**src/pmsc_pkg.sv**
```systemverilog
// Package: register map, field positions and state type of the power supervision block
package pmsc_pkg;

    // ----------------------------------------------------------------
    // Register word indices; byte offsets in the comments
    // ----------------------------------------------------------------
    localparam int unsigned ADDR_W = 8;
    localparam logic [5:0] IDX_SUPV = 6'h00; // power_supervision_control_status at 0x00
    localparam logic [5:0] IDX_LVL = 6'h01; // power_level_stop_control_status at 0x04
    localparam logic [5:0] IDX_IST = 6'h02; // event status at 0x08
    localparam logic [5:0] IDX_IMSK = 6'h03; // event mask at 0x0c

    // ----------------------------------------------------------------
    // Field positions, first register
    // ----------------------------------------------------------------
    localparam int unsigned B_WFLAG = 7;
    localparam int unsigned B_WACK = 6;
    localparam int unsigned B_WIE = 5;
    localparam int unsigned B_DRE = 4;
    localparam int unsigned B_DSE = 3;
    localparam int unsigned B_DE = 2;
    localparam int unsigned B_RBE = 0;

    // ----------------------------------------------------------------
    // Field positions, second register
    // ----------------------------------------------------------------
    localparam int unsigned B_DLV = 5;
    localparam int unsigned B_WLV = 4;
    localparam int unsigned B_PDF = 3;
    localparam int unsigned B_PDACK = 2;
    localparam int unsigned B_PDC = 0;

    // ----------------------------------------------------------------
    // Event bits of status and mask
    // ----------------------------------------------------------------
    localparam int unsigned EV_W = 3;
    localparam int unsigned EV_WARN = 0;
    localparam int unsigned EV_DET = 1;
    localparam int unsigned EV_REC = 2;
    localparam logic [2:0] RST_IMSK = 3'h0;

    // ----------------------------------------------------------------
    // Bus answers
    // ----------------------------------------------------------------
    localparam logic [1:0] RESP_OKAY = 2'h0;
    localparam logic [1:0] RESP_DECERR = 2'h3;

    // All state of the block
    typedef struct packed {
        logic wsync1;
        logic wsync2;
        logic dsync1;
        logic dsync2;
        logic dprev;
        logic wflag;
        logic wie;
        logic dre;
        logic dse;
        logic de;
        logic rbe;
        logic sup_once;
        logic dlv;
        logic wlv;
        logic lvl_once;
        logic pdf;
        logic pdc;
        logic pdc_once;
        logic [2:0] ist;
        logic [2:0] imsk;
        logic aw_got;
        logic [5:0] aidx;
        logic w_got;
        logic [31:0] wdata;
        logic [3:0] wstrb;
        logic bvalid;
        logic [1:0] bresp;
        logic rvalid;
        logic [31:0] rdata;
        logic [1:0] rresp;
        logic rst_req;
    } pmsc_state_t;

endpackage : pmsc_pkg

```
**src/pmsc_top.sv**
```systemverilog
// Power supervision and stop-mode control registers behind an AXI4-Lite slave
//
// How it works
// - Warning flag bit 7 reads 1 during warning and stays until acknowledged.
// - Warning input sets the flag, also right after any reset.
// - Writing 1 to bit 6 clears the flag only if warning is gone.
// - With bit 5 set, interrupt request is high while the flag is 1.
// - Write-once bit 4: detect event forces reset when detection enabled.
// - Bit 3 decides whether detection works during stop mode.
// - Write-once bit 2 enables detection and qualifies bits 4 and 3.
// - Bit 0 of first register drives the reference buffer enable.
// - Detect level bit 5 takes only the first write after power-on.
// - Warning level bit 4 picks one of two warning levels in range.
// - Detect:warning bits give four warning levels, detect bit two levels.
// - Read-only bit 3 is 1 after recovery from deep stop mode.
// - Writing 1 to bit 2 of second register clears the recovery flag.
// - Write-once bit 0 picks light (0) or deep (1) stop mode.
//
// The placing of the registers and the AXI4-Lite slave port were decided locally.
`timescale 1ns/1ps
`default_nettype none

module pmsc_top (
    input wire logic aclk, // Bus clock, 20 MHz
    input wire logic aresetn, // Any reset, synchronous, low
    input wire logic por_n, // Power-on reset, synchronous, low
    input wire logic [pmsc_pkg::ADDR_W-1:0] s_axi_awaddr, // Write address
    input wire logic s_axi_awvalid, // Write address valid
    output logic s_axi_awready, // Write address ready
    input wire logic [31:0] s_axi_wdata, // Write data
    input wire logic [3:0] s_axi_wstrb, // Write byte strobes
    input wire logic s_axi_wvalid, // Write data valid
    output logic s_axi_wready, // Write data ready
    output logic [1:0] s_axi_bresp, // Write response
    output logic s_axi_bvalid, // Write response valid
    input wire logic s_axi_bready, // Write response ready
    input wire logic [pmsc_pkg::ADDR_W-1:0] s_axi_araddr, // Read address
    input wire logic s_axi_arvalid, // Read address valid
    output logic s_axi_arready, // Read address ready
    output logic [31:0] s_axi_rdata, // Read data
    output logic [1:0] s_axi_rresp, // Read response
    output logic s_axi_rvalid, // Read data valid
    input wire logic s_axi_rready, // Read data ready
    input wire logic undervoltage_warning, // Warning comparator, async
    input wire logic undervoltage_detect, // Detect comparator, async
    input wire logic stop_mode, // Device is in stop mode
    input wire logic deep_stop_recovered, // Pulse: woke from deep stop
    output logic warning_irq, // Warning interrupt request
    output logic irq, // Unmasked event interrupt
    output logic detect_active, // Detect comparator enable
    output logic detect_reset_req, // Request device reset
    output logic reference_buffer_enable, // Reference buffer enable
    output logic detect_level_select, // Detect trip level select
    output logic warning_level_select, // Warning level select
    output logic power_down_control // 0 light stop, 1 deep stop
);

    // ----------------------------------------------------------------
    // Helpers
    // ----------------------------------------------------------------

    // Word index from a byte address
    function automatic logic [5:0] pmsc_idx(input logic [pmsc_pkg::ADDR_W-1:0] a);
        pmsc_idx = a[7:2];
    endfunction : pmsc_idx

    // Index belongs to the map
    function automatic logic pmsc_mapped(input logic [5:0] i);
        pmsc_mapped = (i <= pmsc_pkg::IDX_IMSK);
    endfunction : pmsc_mapped

    pmsc_pkg::pmsc_state_t st_ff;
    pmsc_pkg::pmsc_state_t nxt_st;

    logic det_on;
    logic det_event;
    logic warn_set;
    logic [7:0] supv_rd;
    logic [7:0] lvl_rd;
    logic do_wr;
    logic do_rd;
    logic [5:0] ridx;
    logic wlow;

    // ----------------------------------------------------------------
    // Combinational views
    // ----------------------------------------------------------------

    // Detection qualified by enable and stop mode
    assign det_on = st_ff.de & (~stop_mode | st_ff.dse);
    assign det_event = det_on & st_ff.dsync2 & ~st_ff.dprev;
    assign warn_set = st_ff.wsync2 & ~st_ff.wflag;

    // Register read images
    always_comb begin
        supv_rd = 8'h00;
        supv_rd[pmsc_pkg::B_WFLAG] = st_ff.wflag;
        supv_rd[pmsc_pkg::B_WIE] = st_ff.wie;
        supv_rd[pmsc_pkg::B_DRE] = st_ff.dre;
        supv_rd[pmsc_pkg::B_DSE] = st_ff.dse;
        supv_rd[pmsc_pkg::B_DE] = st_ff.de;
        supv_rd[pmsc_pkg::B_RBE] = st_ff.rbe;
        lvl_rd = 8'h00;
        lvl_rd[pmsc_pkg::B_DLV] = st_ff.dlv;
        lvl_rd[pmsc_pkg::B_WLV] = st_ff.wlv;
        lvl_rd[pmsc_pkg::B_PDF] = st_ff.pdf;
        lvl_rd[pmsc_pkg::B_PDC] = st_ff.pdc;
    end

    // Bus handshake terms
    assign s_axi_awready = ~st_ff.aw_got & ~st_ff.bvalid;
    assign s_axi_wready = ~st_ff.w_got & ~st_ff.bvalid;
    assign s_axi_arready = ~st_ff.rvalid;
    assign do_wr = st_ff.aw_got & st_ff.w_got & ~st_ff.bvalid;
    assign do_rd = s_axi_arvalid & ~st_ff.rvalid;
    assign ridx = pmsc_idx(s_axi_araddr);
    assign wlow = st_ff.wstrb[0];

    // ----------------------------------------------------------------
    // Next state
    // ----------------------------------------------------------------
    always_comb begin
        nxt_st = st_ff;

        // Two-flop synchronisers and edge memory
        nxt_st.wsync1 = undervoltage_warning;
        nxt_st.wsync2 = st_ff.wsync1;
        nxt_st.dsync1 = undervoltage_detect;
        nxt_st.dsync2 = st_ff.dsync1;
        nxt_st.dprev = st_ff.dsync2;

        // Write address and data taken in either order
        if (s_axi_awvalid && s_axi_awready) begin
            nxt_st.aw_got = 1'b1;
            nxt_st.aidx = pmsc_idx(s_axi_awaddr);
        end
        if (s_axi_wvalid && s_axi_wready) begin
            nxt_st.w_got = 1'b1;
            nxt_st.wdata = s_axi_wdata;
            nxt_st.wstrb = s_axi_wstrb;
        end

        // Register writes, low byte lane only
        if (do_wr) begin
            nxt_st.aw_got = 1'b0;
            nxt_st.w_got = 1'b0;
            nxt_st.bvalid = 1'b1;
            nxt_st.bresp = pmsc_mapped(st_ff.aidx) ? pmsc_pkg::RESP_OKAY
                                                  : pmsc_pkg::RESP_DECERR;
            if (wlow && st_ff.aidx == pmsc_pkg::IDX_SUPV) begin
                if (st_ff.wdata[pmsc_pkg::B_WACK] && !st_ff.wsync2) begin
                    nxt_st.wflag = 1'b0;
                end
                nxt_st.wie = st_ff.wdata[pmsc_pkg::B_WIE];
                nxt_st.dse = st_ff.wdata[pmsc_pkg::B_DSE];
                nxt_st.rbe = st_ff.wdata[pmsc_pkg::B_RBE];
                if (!st_ff.sup_once) begin
                    nxt_st.sup_once = 1'b1;
                    nxt_st.dre = st_ff.wdata[pmsc_pkg::B_DRE];
                    nxt_st.de = st_ff.wdata[pmsc_pkg::B_DE];
                end
            end else if (wlow && st_ff.aidx == pmsc_pkg::IDX_LVL) begin
                nxt_st.wlv = st_ff.wdata[pmsc_pkg::B_WLV];
                if (!st_ff.lvl_once) begin
                    nxt_st.lvl_once = 1'b1;
                    nxt_st.dlv = st_ff.wdata[pmsc_pkg::B_DLV];
                end
                if (st_ff.wdata[pmsc_pkg::B_PDACK]) begin
                    nxt_st.pdf = 1'b0;
                end
                if (!st_ff.pdc_once) begin
                    nxt_st.pdc_once = 1'b1;
                    nxt_st.pdc = st_ff.wdata[pmsc_pkg::B_PDC];
                end
            end else if (wlow && st_ff.aidx == pmsc_pkg::IDX_IMSK) begin
                nxt_st.imsk = st_ff.wdata[pmsc_pkg::EV_W-1:0];
            end
        end
        if (st_ff.bvalid && s_axi_bready) begin
            nxt_st.bvalid = 1'b0;
        end

        // Register reads; status clears on read
        if (st_ff.rvalid && s_axi_rready) begin
            nxt_st.rvalid = 1'b0;
        end
        if (do_rd) begin
            nxt_st.rvalid = 1'b1;
            nxt_st.rdata = 32'h0000_0000;
            nxt_st.rresp = pmsc_mapped(ridx) ? pmsc_pkg::RESP_OKAY
                                             : pmsc_pkg::RESP_DECERR;
            if (ridx == pmsc_pkg::IDX_SUPV) begin
                nxt_st.rdata[7:0] = supv_rd;
            end else if (ridx == pmsc_pkg::IDX_LVL) begin
                nxt_st.rdata[7:0] = lvl_rd;
            end else if (ridx == pmsc_pkg::IDX_IST) begin
                nxt_st.rdata[pmsc_pkg::EV_W-1:0] = st_ff.ist;
                nxt_st.ist = 3'h0;
            end else if (ridx == pmsc_pkg::IDX_IMSK) begin
                nxt_st.rdata[pmsc_pkg::EV_W-1:0] = st_ff.imsk;
            end
        end

        // Hardware sets win over any bus clear in the same cycle; the resets below still clear them
        if (st_ff.wsync2) begin
            nxt_st.wflag = 1'b1;
        end
        if (deep_stop_recovered) begin
            nxt_st.pdf = 1'b1;
        end
        if (warn_set) begin
            nxt_st.ist[pmsc_pkg::EV_WARN] = 1'b1;
        end
        if (det_event) begin
            nxt_st.ist[pmsc_pkg::EV_DET] = 1'b1;
        end
        if (deep_stop_recovered) begin
            nxt_st.ist[pmsc_pkg::EV_REC] = 1'b1;
        end

        // Reset request while an enabled detect is present
        nxt_st.rst_req = det_on & st_ff.dre & st_ff.dsync2;

        // Any reset: all but the power-on-only level fields
        if (!aresetn) begin
            nxt_st = '0;
            nxt_st.imsk = pmsc_pkg::RST_IMSK;
            nxt_st.dlv = st_ff.dlv;
            nxt_st.wlv = st_ff.wlv;
            nxt_st.lvl_once = st_ff.lvl_once;
        end
        // Power-on reset clears everything
        if (!por_n) begin
            nxt_st = '0;
        end
    end

    // ----------------------------------------------------------------
    // State register
    // ----------------------------------------------------------------
    always_ff @(posedge aclk) begin
        st_ff <= nxt_st;
    end

    // ----------------------------------------------------------------
    // Outputs
    // ----------------------------------------------------------------

    // Bus answers from flip-flops
    assign s_axi_bvalid = st_ff.bvalid;
    assign s_axi_bresp = st_ff.bresp;
    assign s_axi_rvalid = st_ff.rvalid;
    assign s_axi_rdata = st_ff.rdata;
    assign s_axi_rresp = st_ff.rresp;

    // Block controls and requests
    assign warning_irq = st_ff.wie & st_ff.wflag;
    assign irq = |(st_ff.ist & st_ff.imsk);
    assign detect_active = det_on;
    assign detect_reset_req = st_ff.rst_req;
    assign reference_buffer_enable = st_ff.rbe;
    assign detect_level_select = st_ff.dlv;
    assign warning_level_select = st_ff.wlv;
    assign power_down_control = st_ff.pdc;

endmodule : pmsc_top

`default_nettype wire

```
**config.mk**
```make
export PLATFORM = sky130hd
export DESIGN_NAME = pmsc_top
export DESIGN_NICKNAME = d
export VERILOG_FILES = /design/src/pmsc_pkg.sv /design/src/pmsc_top.sv
export SDC_FILE = /design/constraint.sdc
export NUM_CORES = 1
export LEC_CHECK = 0
export ABC_CLOCK_PERIOD_IN_PS = 1930
export BUFFER_PORTS_ARGS = -buffer_cell sky130_fd_sc_hd__buf_2
export CORE_AREA = 3 3 88 107
export CTS_CLUSTER_SIZE = 8
export DETAILED_ROUTE_END_ITERATION = 10
export DIE_AREA = 0 0 91 110
export PLACE_DENSITY = 0.53
export SYNTH_ARGS = -nofsm -noshare
export SYNTH_HDL_FRONTEND = slang
export SYNTH_SLANG_ARGS = --single-unit
```
**constraint.sdc**
```tcl
create_clock -name aclk -period 1.93 [get_ports aclk]
set_input_delay 0.0965 -clock aclk [delete_from_list [all_inputs] [get_ports aclk]]
set_output_delay 0.0965 -clock aclk [all_outputs]
set_load 0.05 [all_outputs]
```
After elaboration in Yosys (flattened, before gate mapping)

Index checks and enable logic that the tools add are counted.
W data, S select, Z words.

Flip-flop bits (word level): 55
Input bits: 64
Output and inout port bits: 49
Word-level logic and storage cells: 143

$lt $le $gt $ge: 2
Eq/ne operators: 12
Multiplexer cells: 28
Bitwise logic cells: 28
Reduce and logical (&&, ||, !) cells: 40

Operator list:

| kind                 | number |
|---|---|
| $mux W35             | 1 |
| $reduce_and A4 Y1    | 7 |
| $reduce_bool A2 Y1   | 13 |
| $mux W3              | 8 |
| $eq A6 B2 Y1 const B | 3 |
| $ne A2 B2 Y1 const B | 7 |
| $not A1 Y1           | 14 |
| $mux W13             | 1 |
| $and A1 B1 Y1        | 12 |
| $eq A6 B1 Y1 const B | 2 |
| $le A6 B2 Y1 const B | 2 |
| $logic_not A6 Y1     | 2 |
| $mux W6              | 2 |
| $mux W1              | 11 |
| $reduce_and A3 Y1    | 3 |
| $reduce_or A3 Y1     | 3 |
| $logic_and A1 B1 Y1  | 8 |
| $mux W8              | 1 |
| $mux W7              | 1 |
| $mux W2              | 3 |
| $reduce_and A5 Y1    | 1 |
| $reduce_and A2 Y1    | 2 |
| $and A3 B3 Y3        | 1 |
| $logic_not A1 Y1     | 1 |
| $or A1 B1 Y1         | 1 |

Longest topological paths before layout

Gate-level depths: netlist of the first run.

Depth after elaboration: 7
Mapped depth: 6
Mapped depth without buffers: 3

Least setup slack after synthesis of the first run

No wires, ideal clock.

Kind: reg-to-reg
Start point: register st_ff[98] (netlist bit)
End point: register st_ff[87] (netlist bit)
Library setup time: 0.065 ns
Arrival: 1.870 ns
Data required time: 1.865 ns
Setup slack: -0.005 ns
Stages on the path, launching flop included: 4
Path buffers: 0
Clock period less this slack: 1.935 ns
Cell sequence: dfxtp_1 > inv_1 > a21boi_0 > a32o_1

Longest elaborated chain between the ends: 6
Elaborated cells on any way between the ends: 10
Those cells by class: 2 x eq/ne; 1 x mux; 4 x bitwise; 3 x reduce/logical

RTL lines:

| what                                                                | RTL line        | RTL |
|---|---|---|
| from (decl)                                                         | pmsc_top.sv:72  | `pmsc_pkg::pmsc_state_t st_ff;` |
| from (signal assigned)                                              | pmsc_top.sv:242 | `st_ff <= nxt_st;` |
| $or A1 B1 Y1 (*)                                                    | pmsc_top.sv:90  | `assign det_on = st_ff.de & (~stop_mode \| st_ff.dse);` |
| $and A1 B1 Y1 (*)                                                   | pmsc_top.sv:90  |  |
| via detect_active                                                   | pmsc_top.sv:50  | `output logic detect_active,` |
| $and A1 B1 Y1 (*) (2 in a row)                                      | pmsc_top.sv:91  | `assign det_event = det_on & st_ff.dsync2 & ~st_ff.dprev;` |
| $ne A2 B2 Y1 (no source line) or $reduce_bool A2 Y1 (tied branches) | -               |  |
| $reduce_and A4 Y1 (no source line)                                  | -               |  |

Mark *: on every way through the listed nets, which the timed path passes. The rest lies on a longest branch.
A chain may end at the register's enable or synchronous reset.

Worst setup path after layout of the first run

Start point: register st_ff[78] (netlist bit)
End point: register st_ff[100] (netlist bit)

Longest elaborated chain between the ends: 3

RTL lines:

| what                               | RTL line        | RTL |
|---|---|---|
| $logic_not A6 Y1                   | pmsc_top.sv:150 | `if (wlow && st_ff.aidx == pmsc_pkg::IDX_SUPV) begin` |
| $logic_and A1 B1 Y1                | pmsc_top.sv:150 |  |
| $reduce_and A2 Y1 (no source line) | -               |  |

No other way between the ends.

==> impl_metrics.toml, run 1 <==
[power]
net-switching-power_uw = 572.6
cellLeakagePower_nw = 1.232
ir_worst_vdd_mv = 0.2976
power.density_nw_per_um2 = 751.8
switching_share_pct = 28.16
power_frac_seq_pct = 54.5
combPwrFrac_pct = 14.3
pwr-share-clk_pct = 31.3
power.internal_mw = 1.461

[setup_path]
required_ps = 2160
path_delay_family = "simple AND/OR/NAND/NOR gates"
r2r-end = "st_ff[100]"
path_buf_inv = 0
crit_path_end_kind = "register"
cpMaxStageDelayCell = "or4_4"
r2r_start = "st_ff[78]"
path_max_fanout = 5
cp-start-kind = "register"
cp_slowest_stage_delay_ps = 570
crit_type = "register to register"
reg2reg_depth = 3
worstPathCellList = "or4_4 > nor4b_4 > mux2i_1"
crit_arrival_ps = 1890
reg2reg_slack_ps = 270

[floorplanning]
start_util_pct = 27.66
die_h_um = 110
coreArea_um2 = 8518
dieArea_um2 = 10010
io_pins = 113
die_w_um = 91
rows = 37

[sta]
max_slew_margin_pct = 65.84
worstMarginPinSlew_ps = 508.2
max_clock_freq_ghz = 0.6022
holdWs_ps = 26.99
hold_violations = 0
period_share_pct = 86.04
tns_ps = 0
setup_violations = 0
drv_slew = 0
rsz0062_at_grt = "false"
fin_crit_ps = 1660
skew_ps = 3.310

[cts]
cts.sinks = 52
postCtsSetupBuffers = 0
ctsHtreeMaxLevel = 2
cts-root-buf = "clkbuf_8"
cts_made_buffers = 5
clk_path_buf_depth = 2
clk_latency_ps = 300
cts_tree = "built"
clkTransAtPathRegs_ps = 90
postCtsHoldBufs = 0
cts_resized = 0

[yosys]
syn_area_um2 = 2356
seq_area_frac_synth_pct = 44.18
synthesis.instances = 250
yosys_most_used_dff = "dfxtp_1"
synth_edf_count = 0
yosys-top-cells-area = "dfxtp_1, mux2i_1, buf_4, nor2_1, nand2_1"
avgSynthCellArea_um2 = 9.424
synth_top_area_share_pct = 44.18
synth_warnings = 0
synth_area_leader_cell = "dfxtp_1"
synthArstFlopShare_pct = 0
synth_seq_cells = 52
netlist-cell-type-count = 42

[detailed_routing]
first_iter_violations = 48
drtPass1Iterations = 5
vias_per_cell = 4.255
post_drt_wl_per_cell_um = 12.25
drc = 0
wirelength_um = 5085
num_vias = 1766
antenna_left = 0

[global_route]
gr-usage-all-layers_pct = 9.922
grt_max_degree = 22
first_global_vias = 1613
antenna_found_initial = 0
gr-total-overflow = 0
grt_pass1_wl_um = 7914

[run_status]
outcome = "completed"

[place]
routabilityCongestion = 0.7411
placedCellCount = 407
dp_hpwl_um = 3982
dpl_cell_area_um2 = 2611
portBuffers = 55

[cells_and_area]
drive_gt1_share_pct = 25.84
final-instance-count-excl-fill = 415
fillCellCount = 917
area_growth_pct = 14.82
ff_latch_area_um2 = 1041
antennaDiodeCount = 0
fin_area_um2 = 2705
multiInputGateArea_um2 = 1047
final_nets = 361

[min_path]
holdPathStages = 3
min_path_type = "input pin to register"
hp-start = "s_axi_wdata[0]"
hold_end = "st_ff[43]"

[run]
drv_cap = 0
[power groups by stage]
stage	Combinational (mW)	Clock (mW)	Sequential (mW)
final	0.290	0.636	1.11
after global routing	0.310	0.705	1.11
after CTS	0.291	0.665	1.11
after detailed placement	0.291	0	1.13
after global placement	0.288	0	1.13
after floorplan	0.263	0	1.13
[sequential cells by signal, indices dropped and copies added (netlist names)]
signal / cells
st_ff: 35
detect_reset_req: 1
warning_level_select: 1
s_axi_rresp: 1
reference_buffer_enable: 1
s_axi_rdata: 7
lvl_rd: 1
s_axi_bresp: 1
s_axi_bvalid: 1
s_axi_rvalid: 1
power_down_control: 1
detect_level_select: 1
[final cells by class]
| cell class | instances | share of cell area (%) |
|---|---|---|
| clock buffer | 7 | 3.191 |
| clock inverter | 1 | 0.2775 |
| sequential | 52 | 38.48 |
| timing repair buffer | 63 | 12.40 |
| tap | 117 | 5.412 |
| multi-input combinational | 164 | 38.71 |
| inverter | 11 | 1.526 |
[metrics by stage]
stage	power (mW)	utilization, %	setup slack (ps)
final	2.034	31.76	269.5
after global routing	2.127	31.76	184.6
after CTS	2.064	31.76	235.0
after detailed placement	1.424	30.66	262.3
after global placement	1.421	30.66	293.0
after floorplan	1.394	-	213.4
[synthesized netlist by cell type, types with 3 or more instances]
cell type  count
nand3_1        6
a31oi_1        3
nand2b_1       5
buf_2          4
o21ai_0        3
clkbuf_1       6
buf_4         36
o31ai_1        3
nor2b_1        3
mux2i_1       28
a21oi_1        7
inv_1         11
and3_1         7
nand4_1        4
nor2_1        22
dfxtp_1       52
nand2_1       19
[layout by cell type, fill, tap and decap left out, types with 2 or more instances in the layout]
cell and count:
a21oi_1 7, a31oi_1 3, a32o_1 2, and2_1 2, and3_1 7, buf_2 55, buf_4 8, clkbuf_8 6
conb_1 25, dfxtp_1 52, inv_1 11, mux2_2 2, mux2i_1 28, nand2_1 19, nand2b_1 5, nand3_1 6
nand4_1 4, nor2_1 22, nor2b_1 3, nor3b_1 2, o21a_1 2, o21ai_0 3, o2bb2ai_1 2, o31ai_1 3
[worst register-to-register path, delay by kind of cell (launching register included)]
family           cells  cell delay (ps)
flip-flops           1              340
AND/OR/NAND/NOR      2             1020
multiplexers         1              240
[cell families (layout without fill, tap and decap cells)]
family	Yosys count	count (layout)	share of synthesized area, %
other	1	25	0.1592
DFF	52	52	44.18
and+or+nand+nor	79	79	18.00
muxes	31	31	13.81
AOI/OAI and AO/OA	29	29	8.657
buffers and inverters	58	82	15.19
[worst max path at each step]
stage                             from                 endpoint  slack, ps  depth (start not counted)
after floorplan           s_axi_bvalid  reference_buffer_enable        210                          4
after global placement       st_ff[78]               st_ff[100]        290                          3
after detailed placement     st_ff[78]               st_ff[100]        260                          3
after CTS                    st_ff[78]               st_ff[100]        230                          3
after global routing         st_ff[75]               st_ff[100]        180                          3
final                        st_ff[78]               st_ff[100]        270                          3
[metal layers]
| layer | GRT usage, % | part of all wire [%] | vias up |
|---|---|---|---|
| met1 | 12.05 | 43 | 805 |
| met4 | 2.586 | 0.71 | 0 |
| li1 | - | - | 892 |
| met3 | 2.783 | 7.3 | 4 |
| met5 | 0 | 0 | - |
| met2 | 17.36 | 49 | 65 |
(Power assumes the default switching activity.)
==> run 2: changes to the inputs <==
Settings changed: ABC_AREA set to 1, CORE_AREA 3 3 88 107 to 3 3 89 108, DIE_AREA 0 0 91 110 to 0 0 92 111.
==> impl_metrics.toml, run 2 <==
[run_status]
outcome = "completed"

[yosys]
synth_top_area_share_pct = 43.20
avgSynthCellArea_um2 = 7.392
synth_edf_count = 0
synth_warnings = 0
synth_common_cells = "nor2_1, dfxtp_1, nand2_1"
synth.most_common_cell = "nor2_1"
yosys-top-cells-area = "dfxtp_1, buf_4, nor2_1, nand2_1, inv_1"
synth_area_leader_cell = "dfxtp_1"
synth_seq_cells = 52
syn_area_um2 = 2410
synthesis.instances = 326
seq_area_frac_synth_pct = 43.20
synthArstFlopShare_pct = 0
yosys_most_used_dff = "dfxtp_1"
netlist-cell-type-count = 26

[cts]
cts.sinks = 52
ctsHtreeMaxLevel = 2
clkTransAtPathRegs_ps = 100
postCtsSetupBuffers = 0
cts_tree = "built"
clk_path_buf_depth = 2
cts_resized = 0
cts-root-buf = "clkbuf_8"
postCtsHoldBufs = 2
clk_latency_ps = 310
cts_made_buffers = 5

[cells_and_area]
area_growth_pct = 14.07
drive_gt1_share_pct = 22.61
ff_latch_area_um2 = 1041
final_common_cell = "nor2_1"
final_nets = 439
fin_util_pct = 31.92
fillCellCount = 961
regMostFlops = "st_ff"
layout_common_cells = "nor2_1, buf_2, dfxtp_1"
antennaDiodeCount = 0
multiInputGateArea_um2 = 1018
largest_register_ff_count = 35

[min_path]
hp-start = "s_axi_wdata[0]"
hold_end = "st_ff[43]"
holdPathStages = 3
min_path_type = "input pin to register"

[power]
cellLeakagePower_nw = 1.303
pwr-share-clk_pct = 30.5
power.density_nw_per_um2 = 751.2
ir_worst_vdd_mv = 0.2477
power_frac_seq_pct = 54.2
combPwrFrac_pct = 15.3
switching_share_pct = 30.92
net-switching-power_uw = 638.4
power.internal_mw = 1.426

[setup_path]
crit_type = "register to output pin"
crit_arrival_ps = 1180
r2r_start = "st_ff[76]"
required_ps = 1830
crit_path_end_kind = "output pin"
path_max_fanout = 2
reg2reg_depth = 6
r2r-end = "st_ff[101]"
reg2reg_slack_ps = 700
cp-start-kind = "register"

[detailed_routing]
drtPass1Iterations = 4
drc = 0
wirelength_um = 5224
antenna_left = 0
post_drt_wl_per_cell_um = 10.60
vias_per_cell = 3.963
num_vias = 1954
first_iter_violations = 86

[floorplanning]
die_w_um = 92
dieArea_um2 = 10210
coreArea_um2 = 8611
rows = 37
io_pins = 113
start_util_pct = 27.99
die_h_um = 111

[global_route]
gr-usage-all-layers_pct = 10.56
grt_pass1_wl_um = 8838
grt_max_degree = 21
antenna_found_initial = 0
first_global_vias = 1936
gr-total-overflow = 0

[sta]
skew_ps = 13.50
period_share_pct = 66.01
setup_violations = 0
fin_crit_ps = 1274
drv_slew = 0
holdWs_ps = 33.40
rsz0062_at_grt = "false"
max_clock_freq_ghz = 0.7849
hold_violations = 0

[place]
dp_hpwl_um = 4073
portBuffers = 55
routabilityCongestion = 0.7648

[run]
drv_cap = 0
==> run 2: cell count changes in the layout (fill, tap and decap cells not counted), sizes merged, moves of 5 or more <==
cell	delta
inv	+28
and3	-7
nand2	+23
nand3	+7
mux2i	-28
buf	-6
nor2	+59
a21oi	+10
o21ai	+26
nand2b	-5
==> run 2: power groups by stage <==
stage / logic [mW] / clock network, mW / registers [mW]
6_report: 0.317 / 0.630 / 1.12
3_5_place_dp: 0.316 / 0 / 1.14
2_1_floorplan: 0.294 / 0 / 1.14
5_1_grt: 0.349 / 0.697 / 1.12
4_1_cts: 0.319 / 0.666 / 1.12
3_3_place_gp: 0.314 / 0 / 1.14
==> run 2: layer usage <==
metal  routed length, um  global-route usage (%)  vias up
li1                    -                       -     1056
met1                2385                   13.03      845
met2                2563                   18.18       49
met3                 209                   1.901        4
met4                  65                   3.865        0
met5                   0                       0        -
==> run 2: area by class of cell <==
cell class / instances / share of cell area [%]
clock buffer: 5 / 2.503
clock inverter: 3 / 0.7738
multi-input combinational: 219 / 37.05
timing repair buffer: 59 / 11.29
inverter: 38 / 5.189
sequential: 52 / 37.87
tap: 117 / 5.325
==> run 2: logic make-up after synthesis <==
group           Yosys count  synth area share [%]
flops                    52                 43.20
other cells               1                0.1556
buf+inv                  79                 18.28
simple gates            145                 27.93
compound gates           49                 10.44
==> run 2: through the flow <==
step | power, mW | area (um^2) | setup slack (ps) | instances | TNS (ps)
after floorplan | 1.436 | 2500 | -5.755 | 350 | -10.04
after global placement | 1.457 | 2639 | 727.9 | 483 | 0
after detailed placement | 1.460 | 2639 | 685.9 | 483 | 0
after CTS | 2.105 | 2749 | 603.4 | 493 | 0
after global routing | 2.168 | 2749 | 527.2 | 493 | 0
final | 2.065 | 2749 | 656.0 | 493 | 0
==> run 2: how the worst max path moves through the flow <==
stage,from,end,depth (start not counted)
final,st_ff[97],detect_active,3
after global routing,s_axi_bvalid,st_ff[85],7
after CTS,st_ff[97],detect_active,3
after detailed placement,st_ff[76],st_ff[101],6
after global placement,st_ff[76],st_ff[101],6
after floorplan,s_axi_bvalid,st_ff[39],5
==> run 2: critical path, stage by stage, from the launching register on <==
cell,delay [ps]
dfxtp_1,340
inv_1,50
a21oi_1,180
buf_2,300
==> run 3: changes to the inputs <==
Settings changed: ABC_CLOCK_PERIOD_IN_PS 1930 to 1100, PLACE_DENSITY 0.53 to 0.55.
Clock period 1.93 ns to 1.1 ns, I/O delays scaled along.
==> impl_metrics.toml, run 3 (synthesis results as in run 2) <==
[cells_and_area]
final_common_cell = "nor2_1"
drive_gt1_share_pct = 37.71
largest_register_ff_count = 35
antennaDiodeCount = 0
regMostFlops = "st_ff"
final_nets = 474
area_growth_pct = 40.55
layout_common_cells = "nor2_1, buf_2, dfxtp_1"

[detailed_routing]
num_vias = 2159
post_drt_wl_per_cell_um = 10.84
drc = 0
antenna_left = 0
vias_per_cell = 4.089
drtPass1Iterations = 4
first_iter_violations = 68
wirelength_um = 5725

[cts]
cts_tree = "built"
cts_made_buffers = 5
ctsHtreeMaxLevel = 2
cts.sinks = 52
clk_path_buf_depth = 2
clkTransAtPathRegs_ps = 100
cts-root-buf = "clkbuf_8"
clk_latency_ps = 310

[global_route]
grt_max_degree = 18
grt_pass1_wl_um = 8970
gr-total-overflow = 0
gr-usage-all-layers_pct = 10.67
antenna_found_initial = 0
first_global_vias = 1938

[setup_path]
crit_path_end_kind = "output pin"
reg2reg_slack_ps = -70
path_max_fanout = 3
cp-start-kind = "register"
crit_type = "register to output pin"
crit_arrival_ps = 1140
required_ps = 1040

[sta]
hold_violations = 0
setup_violations = 17
period_share_pct = 108.6
drv_slew = 0
fin_crit_ps = 1194
max_clock_freq_ghz = 0.8372
setup_ws_ps = -94.41
rsz0062_at_grt = "true"
skew_ps = 15.43
holdWs_ps = 12.81

[power]
power.density_nw_per_um2 = 1263
ir_worst_vdd_mv = 0.7147
cellLeakagePower_nw = 1.556

[place]
portBuffers = 55
pre_cts_ws_ps = -69.30
dp_hpwl_um = 4315
routabilityCongestion = 0.7651

[run]
drv_cap = 0

[run_status]
failed_checks = "negative setup slack"
outcome = "finished with violations"

[floorplanning]
die_h_um = 111
dieArea_um2 = 10210
coreArea_um2 = 8611
die_w_um = 92
rows = 37
io_pins = 113
start_util_pct = 27.99

[min_path]
min_path_type = "input pin to register"
[run 3: report_power, final]
group	internal (mW)	switching, mW	total, mW
combinational	0.235	0.513	0.748
sequential	1.93	0.0396	1.97
clock	0.916	0.650	1.57
total	3.08	1.20	4.28
[run 3: repair_timing]
item | 4_1_cts | 5_1_grt
pin swaps | 12 | 27
cloned | 0 | 3
setup endpoints to repair | 18 | 37
buffers inserted | 4 | 4
hold endpoints to repair | 14 | 1
hold buffers | 13 | 1
resized for setup | 32 | 44
[run 3: metal layers]
layer | track usage, % | part of all wire, % | up-vias
met5 | 0 | 0 | -
met3 | 2.105 | 5.0 | 9
li1 | - | - | 1130
met1 | 13.24 | 44 | 960
met4 | 3.469 | 1.7 | 0
met2 | 18.37 | 50 | 60
[run 3: critical path: stages, from the launching register on]
cell and delay [ps]:
dfxtp_2 350, buf_4 140, nor2_4 170, buf_8 170
[run 3: final timing paths]
check                                         start            to  depth (start not counted)
worst max-delay path                      st_ff[75]  s_axi_wready                          3
worst min-delay path            deep_stop_recovered     lvl_rd[3]                          3
worst max register to register            st_ff[78]    st_ff[100]                          6
worst min register to register           st_ff[104]    st_ff[103]                          2
[run 3: area by class of cell]
type                    instances  area, um^2
clock buffers                   5       68.82
clock inverters                 3       68.82
fillers                       916        5224
inverters                      38       177.7
multi-input cells             221        1221
flip-flops and latches         52        1064
well taps                     117       146.4
repair buffers                 91       635.6
repair inverters                1       5.005
[run 3: metrics by stage]
step	TNS (ps)	total power, mW	utilization [%]	instance area [um^2]	std cells
5_1_grt	-2407	4.441	39.33	3387	528
3_3_place_gp	-158.8	2.614	32.55	2803	495
6_report	-501.9	4.279	39.33	3387	528
2_1_floorplan	-654.2	2.546	-	2580	350
3_5_place_dp	-400.7	2.621	32.55	2803	495
4_1_cts	-549.9	4.261	37.05	3191	520
